## src/rtl/cascade_timer_regs.svh

```systemverilog
`ifndef CASCADE_TIMER_REGS_SVH
`define CASCADE_TIMER_REGS_SVH

// byte offsets on the register bus, one word each
`define OFS_LOWER_CTRL      6'h00
`define OFS_UPPER_CTRL      6'h04
`define OFS_WIDTH_LOW       6'h08
`define OFS_WIDTH_HIGH      6'h0c
`define OFS_PERIOD_LOW      6'h10
`define OFS_PERIOD_HIGH     6'h14
`define OFS_STATUS          6'h18
`define OFS_COUNT_LOW       6'h1c
`define OFS_COUNT_HIGH      6'h20

// field positions
`define UPPER_RUN_BIT       3
`define UPPER_LEVEL_BIT     7
`define MODE_LSB            0
`define MODE_MSB            2
`define CLKSEL_LSB          4
`define CLKSEL_MSB          6
`define STATUS_LEVEL_BIT    0
`define STATUS_RUN_BIT      1

// upper control mode field
`define MODE_PULSE          3'h7
`define MODE_WARMUP         3'h5

// lower control clock select field
`define CLK_DIV11           3'h0
`define CLK_DIV7            3'h1
`define CLK_DIV5            3'h2
`define CLK_DIV3            3'h3
`define CLK_SUB             3'h4
`define CLK_DIV1            3'h5
`define CLK_FULL            3'h6
`define CLK_PIN             3'h7

// reset values and prescaler width
`define RST_BYTE            8'h00
`define RST_COUNT           16'h0000
`define PRESCALE_WIDTH      11

`endif

```

## src/rtl/cascade_timer_pkg.sv

```systemverilog
package cascade_timer_pkg;

    typedef logic [1:0] htrans_type;
    typedef logic [1:0] hresp_type;

    typedef enum logic [1:0] {
        mode_idle,
        mode_pulse,
        mode_warmup
    } count_mode_type;

endpackage : cascade_timer_pkg

```

## src/rtl/cascade_timer.sv

```systemverilog
// The register offsets and register access over AHB-Lite were chosen for this implementation.
`timescale 1ns/100ps
`include "cascade_timer_regs.svh"

module cascade_timer (
    // clock and reset
    input  wire logic                         hclk,
    input  wire logic                         hresetn,
    // ahb-lite slave
    input  wire logic                         hsel,
    input  wire logic [31:0]                  haddr,
    input  wire cascade_timer_pkg::htrans_type htrans,
    input  wire logic                         hwrite,
    input  wire logic [2:0]                   hsize,
    input  wire logic                         hready,
    input  wire logic [31:0]                  hwdata,
    output logic      [31:0]                  hrdata,
    output logic                              hreadyout,
    output cascade_timer_pkg::hresp_type      hresp,
    // pins from outside the clock domain
    input  wire logic                         sub_clock,
    input  wire logic                         count_input_pin,
    // timer outputs
    output logic                              pulse_out_pin,
    output logic                              upper_timer_irq
);

    import cascade_timer_pkg::*;

    // bus state
    logic        wr_pend_q;
    logic        rd_wait_q;
    logic [5:0]  addr_q;
    logic [31:0] rdata_q;

    // software registers
    logic [7:0]  lower_timer_ctrl_q;
    logic [7:0]  upper_timer_ctrl_q;
    logic [7:0]  width_reg_low_q;
    logic [7:0]  width_reg_high_q;
    logic [7:0]  period_reg_low_q;
    logic [7:0]  period_reg_high_q;

    // counter and output
    logic [7:0]  cnt_low_q;
    logic [7:0]  cnt_high_q;
    logic [7:0]  cnt_low_d;
    logic [7:0]  cnt_high_d;
    logic        level_q;
    logic        level_d;
    logic        irq_q;
    logic        irq_d;

    // pin synchronisers and edge history
    logic        sub_meta_q;
    logic        sub_sync_q;
    logic        sub_prev_q;
    logic        pin_meta_q;
    logic        pin_sync_q;
    logic        pin_prev_q;

    // register match on a byte offset
    function automatic logic is_reg(input logic [5:0] a, input logic [5:0] ofs);
        return a == ofs;
    endfunction : is_reg

    // address phase decode
    wire         addr_phase = hsel & htrans[1] & hready;
    wire         wr_start   = addr_phase & hwrite;
    wire         rd_start   = addr_phase & ~hwrite;

    // data phase write strobes
    wire         wr_lower   = wr_pend_q & is_reg(addr_q, `OFS_LOWER_CTRL);
    wire         wr_upper   = wr_pend_q & is_reg(addr_q, `OFS_UPPER_CTRL);
    wire         wr_wlow    = wr_pend_q & is_reg(addr_q, `OFS_WIDTH_LOW);
    wire         wr_whigh   = wr_pend_q & is_reg(addr_q, `OFS_WIDTH_HIGH);
    wire         wr_plow    = wr_pend_q & is_reg(addr_q, `OFS_PERIOD_LOW);
    wire         wr_phigh   = wr_pend_q & is_reg(addr_q, `OFS_PERIOD_HIGH);
    wire [7:0]   wbyte      = hwdata[7:0];

    // control fields
    wire         run        = upper_timer_ctrl_q[`UPPER_RUN_BIT];
    wire         start_lvl  = upper_timer_ctrl_q[`UPPER_LEVEL_BIT];
    wire [2:0]   mode_code  = upper_timer_ctrl_q[`MODE_MSB:`MODE_LSB];
    wire [2:0]   clk_sel    = lower_timer_ctrl_q[`CLKSEL_MSB:`CLKSEL_LSB];

    // compare values, read straight from the registers
    wire [15:0]  width_val  = {width_reg_high_q, width_reg_low_q};
    wire [15:0]  period_val = {period_reg_high_q, period_reg_low_q};

    count_mode_type mode;

    always_comb begin
        case (mode_code)
            `MODE_PULSE:  mode = mode_pulse;
            `MODE_WARMUP: mode = mode_warmup;
            default:      mode = mode_idle;
        endcase
    end

    // only the two cascaded modes count here; others leave the counter idle
    wire         active     = run & (mode != mode_idle);

    // synchronised pin edges; only the second stage and its one-cycle delayed copy are looked at
    wire         sub_tick   = sub_sync_q & ~sub_prev_q;
    wire         pin_tick   = ~pin_sync_q & pin_prev_q;
    wire         count_tick;

    cascade_prescaler prescaler (
        .hclk       (hclk),
        .hresetn    (hresetn),
        .clk_sel    (clk_sel),
        .sub_tick   (sub_tick),
        .pin_tick   (pin_tick),
        .count_tick (count_tick)
    );

    // cascade: low byte carry steps the upper byte
    wire         low_carry  = cnt_low_q == 8'hff;
    wire [7:0]   low_inc    = cnt_low_q + 8'h01;
    wire [7:0]   high_inc   = cnt_high_q + {7'h00, low_carry};
    wire [15:0]  cnt_next   = {high_inc, low_inc};

    // match detection on the value about to be reached
    wire         width_hit  = (mode == mode_pulse) & (cnt_next == width_val);
    wire         pulse_end  = (mode == mode_pulse) & (cnt_next == period_val);
    wire         warm_end   = (mode == mode_warmup)
                            & (cnt_next[15:8] == period_reg_high_q)
                            & (cnt_next[7:0] == 8'h00);
    wire         step       = active & count_tick;
    wire         period_hit = step & (pulse_end | warm_end);

    // start level loads only on writes seen while already stopped
    wire         level_load = wr_upper & ~run;

    always_comb begin
        cnt_low_d  = cnt_low_q;
        cnt_high_d = cnt_high_q;
        level_d    = level_q;
        irq_d      = 1'b0;
        if (!active) begin
            cnt_low_d  = `RST_BYTE;
            cnt_high_d = `RST_BYTE;
        end else if (period_hit) begin
            // period match wins over a width match on the same count
            cnt_low_d  = `RST_BYTE;
            cnt_high_d = `RST_BYTE;
            irq_d      = 1'b1;
            if (mode == mode_pulse) begin
                level_d = ~level_q;
            end
        end else if (step) begin
            cnt_low_d  = low_inc;
            cnt_high_d = high_inc;
            if (width_hit) begin
                level_d = ~level_q;
            end
        end
        if (level_load) begin
            level_d = wbyte[`UPPER_LEVEL_BIT];
        end
    end

    // pins cross into hclk through two flip-flops
    always_ff @(posedge hclk or negedge hresetn) begin
        if (!hresetn) begin
            sub_meta_q <= 1'b0;
            sub_sync_q <= 1'b0;
            sub_prev_q <= 1'b0;
            pin_meta_q <= 1'b0;
            pin_sync_q <= 1'b0;
            pin_prev_q <= 1'b0;
        end else begin
            sub_meta_q <= sub_clock;
            sub_sync_q <= sub_meta_q;
            sub_prev_q <= sub_sync_q;
            pin_meta_q <= count_input_pin;
            pin_sync_q <= pin_meta_q;
            pin_prev_q <= pin_sync_q;
        end
    end

    // counter, flip-flop and event
    always_ff @(posedge hclk or negedge hresetn) begin
        if (!hresetn) begin
            cnt_low_q  <= `RST_BYTE;
            cnt_high_q <= `RST_BYTE;
            level_q    <= 1'b0;
            irq_q      <= 1'b0;
        end else begin
            cnt_low_q  <= cnt_low_d;
            cnt_high_q <= cnt_high_d;
            level_q    <= level_d;
            irq_q      <= irq_d;
        end
    end

    // bus phase tracking; reads wait one cycle so a prior write is visible
    always_ff @(posedge hclk or negedge hresetn) begin
        if (!hresetn) begin
            wr_pend_q <= 1'b0;
            rd_wait_q <= 1'b0;
            addr_q    <= 6'h00;
        end else begin
            wr_pend_q <= wr_start;
            rd_wait_q <= rd_start;
            if (addr_phase) begin
                addr_q <= haddr[5:0];
            end
        end
    end

    // software registers
    always_ff @(posedge hclk or negedge hresetn) begin
        if (!hresetn) begin
            lower_timer_ctrl_q <= `RST_BYTE;
            upper_timer_ctrl_q <= `RST_BYTE;
            width_reg_low_q    <= `RST_BYTE;
            width_reg_high_q   <= `RST_BYTE;
            period_reg_low_q   <= `RST_BYTE;
            period_reg_high_q  <= `RST_BYTE;
        end else begin
            if (wr_lower) begin
                lower_timer_ctrl_q <= wbyte;
            end
            if (wr_upper) begin
                upper_timer_ctrl_q <= wbyte;
            end
            if (wr_wlow) begin
                width_reg_low_q <= wbyte;
            end
            if (wr_whigh) begin
                width_reg_high_q <= wbyte;
            end
            if (wr_plow) begin
                period_reg_low_q <= wbyte;
            end
            if (wr_phigh) begin
                period_reg_high_q <= wbyte;
            end
        end
    end

    // read mux; unmapped offsets read zero
    wire [7:0] status_byte = {6'h00, run, level_q};
    logic [7:0] rd_byte;

    always_comb begin
        case (addr_q)
            `OFS_LOWER_CTRL:  rd_byte = lower_timer_ctrl_q;
            `OFS_UPPER_CTRL:  rd_byte = upper_timer_ctrl_q;
            `OFS_WIDTH_LOW:   rd_byte = width_reg_low_q;
            `OFS_WIDTH_HIGH:  rd_byte = width_reg_high_q;
            `OFS_PERIOD_LOW:  rd_byte = period_reg_low_q;
            `OFS_PERIOD_HIGH: rd_byte = period_reg_high_q;
            `OFS_STATUS:      rd_byte = status_byte;
            `OFS_COUNT_LOW:   rd_byte = cnt_low_q;
            `OFS_COUNT_HIGH:  rd_byte = cnt_high_q;
            default:          rd_byte = 8'h00;
        endcase
    end

    always_ff @(posedge hclk or negedge hresetn) begin
        if (!hresetn) begin
            rdata_q <= 32'h0000_0000;
        end else if (rd_wait_q) begin
            rdata_q <= {24'h00_0000, rd_byte};
        end
    end

    // outputs
    assign hrdata          = rdata_q;
    assign hreadyout       = ~rd_wait_q;
    assign hresp           = 2'h0;
    // while stopped the pin moves only on upper control writes, which load the start level
    assign pulse_out_pin   = ~level_q;
    assign upper_timer_irq = irq_q;

endmodule : cascade_timer

```

## src/rtl/cascade_prescaler.sv

```systemverilog
`timescale 1ns/100ps
`include "cascade_timer_regs.svh"

module cascade_prescaler (
    // clock and reset
    input  wire logic       hclk,
    input  wire logic       hresetn,
    // source choice and external events
    input  wire logic [2:0] clk_sel,
    input  wire logic       sub_tick,
    input  wire logic       pin_tick,
    // counting enable
    output logic            count_tick
);

    logic [`PRESCALE_WIDTH-1:0] div_q;
    logic [`PRESCALE_WIDTH-1:0] div_d;

    // one pulse every 2^n cycles of hclk
    function automatic logic low_ones(input logic [`PRESCALE_WIDTH-1:0] v, input int n);
        logic r;
        r = 1'b1;
        for (int i = 0; i < n; i++) begin
            r = r & v[i];
        end
        return r;
    endfunction : low_ones

    assign div_d = div_q + `PRESCALE_WIDTH'(1);

    always_ff @(posedge hclk or negedge hresetn) begin
        if (!hresetn) begin
            div_q <= '0;
        end else begin
            div_q <= div_d;
        end
    end

    always_comb begin
        case (clk_sel)
            `CLK_DIV11: count_tick = low_ones(div_q, 11);
            `CLK_DIV7:  count_tick = low_ones(div_q, 7);
            `CLK_DIV5:  count_tick = low_ones(div_q, 5);
            `CLK_DIV3:  count_tick = low_ones(div_q, 3);
            `CLK_SUB:   count_tick = sub_tick;
            `CLK_DIV1:  count_tick = div_q[0];
            `CLK_FULL:  count_tick = 1'b1;
            `CLK_PIN:   count_tick = pin_tick;
            default:    count_tick = 1'b0;
        endcase
    end

endmodule : cascade_prescaler

```

## config.mk

```make
export PLATFORM = sky130hd
export DESIGN_NAME = cascade_timer
export DESIGN_NICKNAME = d
export VERILOG_FILES = /design/src/rtl/cascade_timer_pkg.sv /design/src/rtl/cascade_timer.sv /design/src/rtl/cascade_prescaler.sv
export VERILOG_INCLUDE_DIRS = /design/src /design/src/rtl
export SDC_FILE = /design/constraint.sdc
export NUM_CORES = 1
export LEC_CHECK = 0
export BUFFER_PORTS_ARGS = -buffer_cell sky130_fd_sc_hd__buf_2
export CORE_UTILIZATION = 30
export DETAILED_ROUTE_END_ITERATION = 8
export SYNTH_ARGS = -nofsm -noshare
export SYNTH_HDL_FRONTEND = slang
export SYNTH_SLANG_ARGS = --single-unit
```

## constraint.sdc

```tcl
create_clock -name hclk -period 5.4 [get_ports hclk]
set_clock_uncertainty 0.1 [all_clocks]
set_input_delay 0.27 -clock hclk [delete_from_list [all_inputs] [get_ports hclk]]
set_output_delay 0.27 -clock hclk [all_outputs]
set_load 0.05 [all_outputs]
```

Word level (Yosys, flattened, before mapping)
Cells that the tools add are included.

Latch bits: 0. Memories: 0. Register bits after elaboration: 99. Memory bits (read-only): 0. Input bits: 76. Word-level logic and storage cells: 111. Output and inout bits: 37. RAM bits: 0.

Multiplexer cells: 17. Add/subtract/negate cells: 3. Shifts and indexed selects: 0. Div/mod/pow operators: 0. Reductions and logical operators: 8. Bitwise logic cells: 37. $lt $le $gt $ge: 0. Equal/unequal tests: 25. Multipliers: 0.

Operator list (count): case mux 8 bit (9 select lines) (1); 2-to-1 mux 8 bit (6); == test 16 bit (2); AND 1 bit (30); == test 6 x 5 -> 1 bit (second input constant) (4); == test 3 bit (second input constant) (6); == test 6 x 4 -> 1 bit (second input constant) (2); adder 11 x 1 -> 11 bit (second input constant) (1); adder 8 x 1 -> 8 bit (1); adder 8 x 1 -> 8 bit (second input constant) (1); == test 8 bit (1); == test 8 bit (second input constant) (1); logical NOT 8 bit (1); 2-to-1 mux 1 bit (8); case mux 1 bit (8 select lines) (1); == test 3 x 2 -> 1 bit (second input constant) (2); == test 6 x 3 -> 1 bit (second input constant) (1); == test 6 bit (second input constant) (1); logical NOT 6 bit (1); != test 3 x 1 -> 1 bit (second input constant) (2); NOT 1 bit (6); nonzero test 3 bit (2); case mux 2 bit (2 select lines) (1); AND reduction 4 bit (1); other kinds (6) (7).

Depth between registers and ports, before layout
Depth in word-level cells: 16. Mapped depth: 16. Depth with buffers taken out: 14.

Modules after synthesis
A second synthesis with hierarchy kept.

Cell total of the unflattened synthesis: 539. Area, all modules: 5710.5 µm².

By module, submodules not included: cascade_timer (instances 1, area an instance 5191.2 µm², sequential area each 2202.1 µm², cells an instance 494); cascade_prescaler (instances 1, area an instance 519.2 µm², sequential area each 275.3 µm², cells an instance 45).

Worst setup path before layout
No wires, ideal clock.

Path type: register to register. Start: register cnt_low_q[1]. End: register cnt_high_q[6]. Period minus slack after synthesis: 3.874 ns. Arrival time: 3.653 ns. Setup time: 0.121 ns. Path slack: 1.526 ns. Data required time: 5.179 ns. Cell stages (with the launch flop): 16. Path buffers: 1. Cells stage by stage: dfrtp_1 ha_1 buf_2 and2_1 nand4_1 nor2_1 ha_1 ha_1 nand3_2 or3_1 nand3_1 a31oi_1 or4_4 or3_4 a31o_1 a22o_1.

Longest elaborated chain between the ends: 9. Elaborated cells between the ends (all ways): 15. Classes of those cells: add/sub (2); eq/ne (4); mux (3); bitwise (5); reduce/logical (1).

RTL lines: start, declared (line cascade_timer.sv:45) `logic [7:0] cnt_low_q;`; start signal, assigned (line cascade_timer.sv:186) `` cnt_low_q <= `RST_BYTE; ``; start signal, assigned (line cascade_timer.sv:191) `cnt_low_q <= cnt_low_d;`; == test 8 bit (line cascade_timer.sv:119) `wire low_carry = cnt_low_q == 8'hff;`; adder 8 x 1 -> 8 bit (line cascade_timer.sv:121) `wire [7:0] high_inc = cnt_high_q + {7'h00, low_carry};`; == test 8 bit (line cascade_timer.sv:128) `& (cnt_next[15:8] == period_reg_high_q)`; AND 1 bit (line cascade_timer.sv:128); AND 1 bit (line cascade_timer.sv:129) `& (cnt_next[7:0] == 8'h00);`; OR 1 bit (line cascade_timer.sv:131) `wire period_hit = step & (pulse_end | warm_end);`; AND 1 bit (line cascade_timer.sv:131); 2-to-1 mux 8 bit (line cascade_timer.sv:144) `end else if (period_hit) begin`; 2-to-1 mux 8 bit (line cascade_timer.sv:141) `if (!active) begin`; end signal, assigned (line cascade_timer.sv:187) `` cnt_high_q <= `RST_BYTE; ``; end signal, assigned (line cascade_timer.sv:192) `cnt_high_q <= cnt_high_d;`; end, declared (line cascade_timer.sv:46) `logic [7:0] cnt_high_q;`.

Several ways; a longest one is shown, not always the timed one. The select of a mux whose other input is x is not followed. A chain may end at the register's enable or synchronous reset.

Worst setup path after layout
Same ends and word-level chain as after synthesis.

==> impl_metrics.env <==
export IMPL_outcome="finished, final reports clean"
export IMPL_rows=49
export IMPL_io_pins=113
export IMPL_yosysTopAreaCell="dfrtp_1"
export IMPL_intPower_mw=1.271
export IMPL_rr_worst_depth=14
export IMPL_critPathArrivalTime_ns=5.08
export IMPL_antenna_found_initial=0
export IMPL_synth_xor_area_share=0.07311
export IMPL_place_gp_congestion=0.8881
export IMPL_htreeDepth=3
export IMPL_timing_critical_path_from="cnt_low_q[1]$_DFFE_PN0P_"
export IMPL_die_w_um=139.0
export IMPL_die_area_um2=19320
export IMPL_holdCritPathClass="primary input to flip-flop"
export IMPL_p_leak_nw=2.751
export IMPL_rrSetupSlack_ns=0.46
export IMPL_ant_nets=0
export IMPL_ctsResizeCount=0
export IMPL_worst_path_max_fanout=13
export IMPL_cts_max_path_buffers=2
export IMPL_synth_seq_cells=99
export IMPL_n_antenna_cell=0
export IMPL_yosysWarnings=0
export IMPL_r2r_start="cnt_low_q[1]$_DFFE_PN0P_"
export IMPL_worstPathRequired_ns=5.54
export IMPL_cp_end_kind="flip-flop"
export IMPL_drcViolationCount=0
export IMPL_max_freq_ghz=0.2026
export IMPL_avgSynthCellArea_um2=10.26
export IMPL_start_util=0.3103
export IMPL_via_per_inst=5.248
export IMPL_synth_mux_area_frac=0.1582
export IMPL_drt_iter0_markers=272
export IMPL_cts_tree="yes"
export IMPL_synth_fa_ha_area_frac=0.01333
export IMPL_cts_sinks=99
export IMPL_placement_io_buffers=32
export IMPL_synth_cell_type_count=54
export IMPL_fin_tns_setup_ns=0
export IMPL_critical_path_class="flip-flop to flip-flop"
export IMPL_core_area_um2=18150
export IMPL_ir_drop_mv=0.2185
export IMPL_ys_seq_area_frac=0.4400
export IMPL_nNetsFinal=658
export IMPL_synth_top_family_by_area="simple AND/OR/NAND/NOR gates"
export IMPL_ys_flop_type="dfrtp_1"
export IMPL_clk_latency_ns=0.35
export IMPL_clockRootBuffer="clkbuf_16"
export IMPL_synth_compound_area_frac=0.09289
export IMPL_cts_buffers=9
export IMPL_rr_endpoint="cnt_high_q[6]$_DFFE_PN0P_"
export IMPL_slew_headroom=0.3676
export IMPL_grt_max_degree=77
export IMPL_synthArstFlopShare=1.000
export IMPL_period_needed_ns=4.935
export IMPL_start_kind="flip-flop"
export IMPL_rsz0062_at_grt="no"
export IMPL_firstDrtPassIters=7
export IMPL_netlist_instances=549
export IMPL_setup_viol=0
export IMPL_grt_pass1_wl_um=23230
export IMPL_drt_total_wl_um=14390
export IMPL_switching_power_mw=0.5130
export IMPL_hpwlAfterDp_um=10380
export IMPL_synth_edf_count=0
export IMPL_syn_to_final_growth_pct=11.16
export IMPL_swShare=0.2876
export IMPL_maxCapViolations=0
export IMPL_grt_ovfl_total=0
export IMPL_final_core_util=0.3449
export IMPL_synth_common_cells="dfrtp_1 (99), mux2_2 (54), nor2_1 (50)"
export IMPL_p_seq_frac=0.479
export IMPL_gr_usage_all_layers=0.1551
export IMPL_synth_top_area_frac=0.4400
export IMPL_slew_violations=0
export IMPL_period_share=0.9139
export IMPL_hold_viol=0
export IMPL_yosysMostFrequentCell="dfrtp_1"
export IMPL_combPwrFrac=0.158
export IMPL_synth_simple_gate_area_frac=0.1616
export IMPL_synth_area_um2=5630
export IMPL_tightest_slew_ns=0.9487
export IMPL_die_y_um=139.0
export IMPL_synthTopCellsByArea="dfrtp_1 (44%), mux2_2 (11%), xnor2_1 (5.1%)"
export IMPL_powerDensity_nw_per_um2=285.0
export IMPL_clk_pin_slew_ns=0.07
export IMPL_clkPwrFrac=0.363
export IMPL_vias=4246
export IMPL_wire_per_inst_um=17.78
export IMPL_final_layout_size_suffix_gt1_frac=0.1948
export IMPL_endpoint="cnt_high_q[6]$_DFFE_PN0P_"
export IMPL_grt_pass1_vias=4204
[worst min path at each step]
stage,endpoint,startpoint,slack [ns],cells after the start
floorplan,addr_q[0]$_DFFE_PN0P_,hresetn,-0.13,0
global placement,rd_wait_q$_DFF_PN0_,hresetn,0.08,1
detailed placement,rd_wait_q$_DFF_PN0_,hresetn,0.08,1
CTS,addr_q[5]$_DFFE_PN0P_,haddr[5],0.05,2
global route,addr_q[3]$_DFFE_PN0P_,haddr[3],0.06,2
finish,addr_q[5]$_DFFE_PN0P_,haddr[5],0.05,2
[final cells by class]
| type | instances | area, µm² |
|---|---|---|
| flip-flops and latches | 99 | 2477 |
| clock buffers | 11 | 242.7 |
| inverters | 12 | 45.04 |
| multi-input cells | 412 | 2908 |
| clock inverters | 4 | 51.30 |
| well taps | 229 | 286.5 |
| repair buffers | 42 | 247.7 |
| fillers | 1840 | 11890 |
[logic make-up (layout without fill, tap and decap cells)]
logic type | after synthesis | after routing
compound gates | 76 | 76
flops | 99 | 99
other cells | 1 | 26
xor+xnor | 47 | 47
buf+inv | 63 | 69
fa+ha+maj | 6 | 6
simple gates | 176 | 176
mux | 81 | 81
[state kept, by name, indices dropped and copies added, names as in the netlist, 6 cells and up]
signal / cells
addr_q: 6
cnt_high_q: 8
cnt_low_q: 8
hrdata: 8
lower_timer_ctrl_q: 8
period_reg_high_q: 8
period_reg_low_q: 8
prescaler.div_q: 11
upper_timer_ctrl_q: 8
width_reg_high_q: 8
width_reg_low_q: 8
[worst max-delay path, stage by stage (launching register included)]
cell	delay, ns
dfrtp_1	0.57
ha_1	0.49
and2_1	0.29
nand4_1	0.24
nor2_1	0.28
ha_1	0.24
ha_1	0.32
nand3_2	0.18
or3_1	0.33
nand3_1	0.09
a31oi_1	0.13
or4_4	0.58
or3_4	0.50
a31o_1	0.25
a22o_1	0.22
[per-stage QoR]
step	setup slack, ns	instance area [µm²]	power [mW]	hold WS, ns	cells
floorplan	1.526	5724	1.072	-0.1256	574
global route	0.2781	6259	1.858	0.06430	809
detailed placement	0.5612	5924	1.146	0.08016	790
global placement	0.6360	5924	1.137	0.07579	790
finish	0.4647	6259	1.784	0.05068	809
CTS	0.5554	6259	1.795	0.04529	809
[layer usage]
metal  global-route usage  wire [µm]
met5                    0          0
met2               0.2507       6732
met3              0.02452        797
met1               0.2013       6336
met4              0.07836        519
[repair_timing]
action | CTS | global route
hold endpoints to repair | 26 | 0
hold buffers | 4 | 0
setup buffers | 0 | 0
endpoints found under the setup margin | 0 | 0
[power by group through the flow]
stage                     clock [mW]  sequential (mW)  combinational [mW]
after global routing           0.691            0.861               0.305
after CTS                      0.660            0.854               0.282
after global placement             0            0.865               0.272
after floorplan                    0            0.843               0.229
after detailed placement           0            0.868               0.278
final                          0.648            0.855               0.281
[placed cells by master (no fill, tap or decap), types with 2 or more instances in the layout]
cell type	Yosys	layout
nor4_1	3	3
nand3_2	2	2
nor2b_1	6	6
a21oi_1	22	22
clkinv_1	2	2
conb_1	1	26
buf_4	26	7
dlygate4sd3_1	0	4
nor2_1	50	50
o21ai_0	5	5
nor3_1	10	10
and3_1	6	6
o22ai_1	7	7
inv_1	10	10
buf_2	4	31
and4_1	2	2
nand4_1	13	13
nand2_1	28	28
xnor2_1	33	33
o211ai_1	5	5
o21a_1	3	3
clkbuf_16	0	9
dfrtp_1	99	99
xor2_1	14	14
ha_1	6	6
or3_1	7	7
nand2b_1	4	4
or4_1	5	5
a311oi_1	4	4
a31oi_1	7	7
mux2_2	54	54
mux2i_1	26	26
nand3_1	25	25
and2_1	3	3
nand3b_1	5	5
a22o_1	5	5
o2bb2ai_1	9	9
Power figures use the tool's default switching activity.
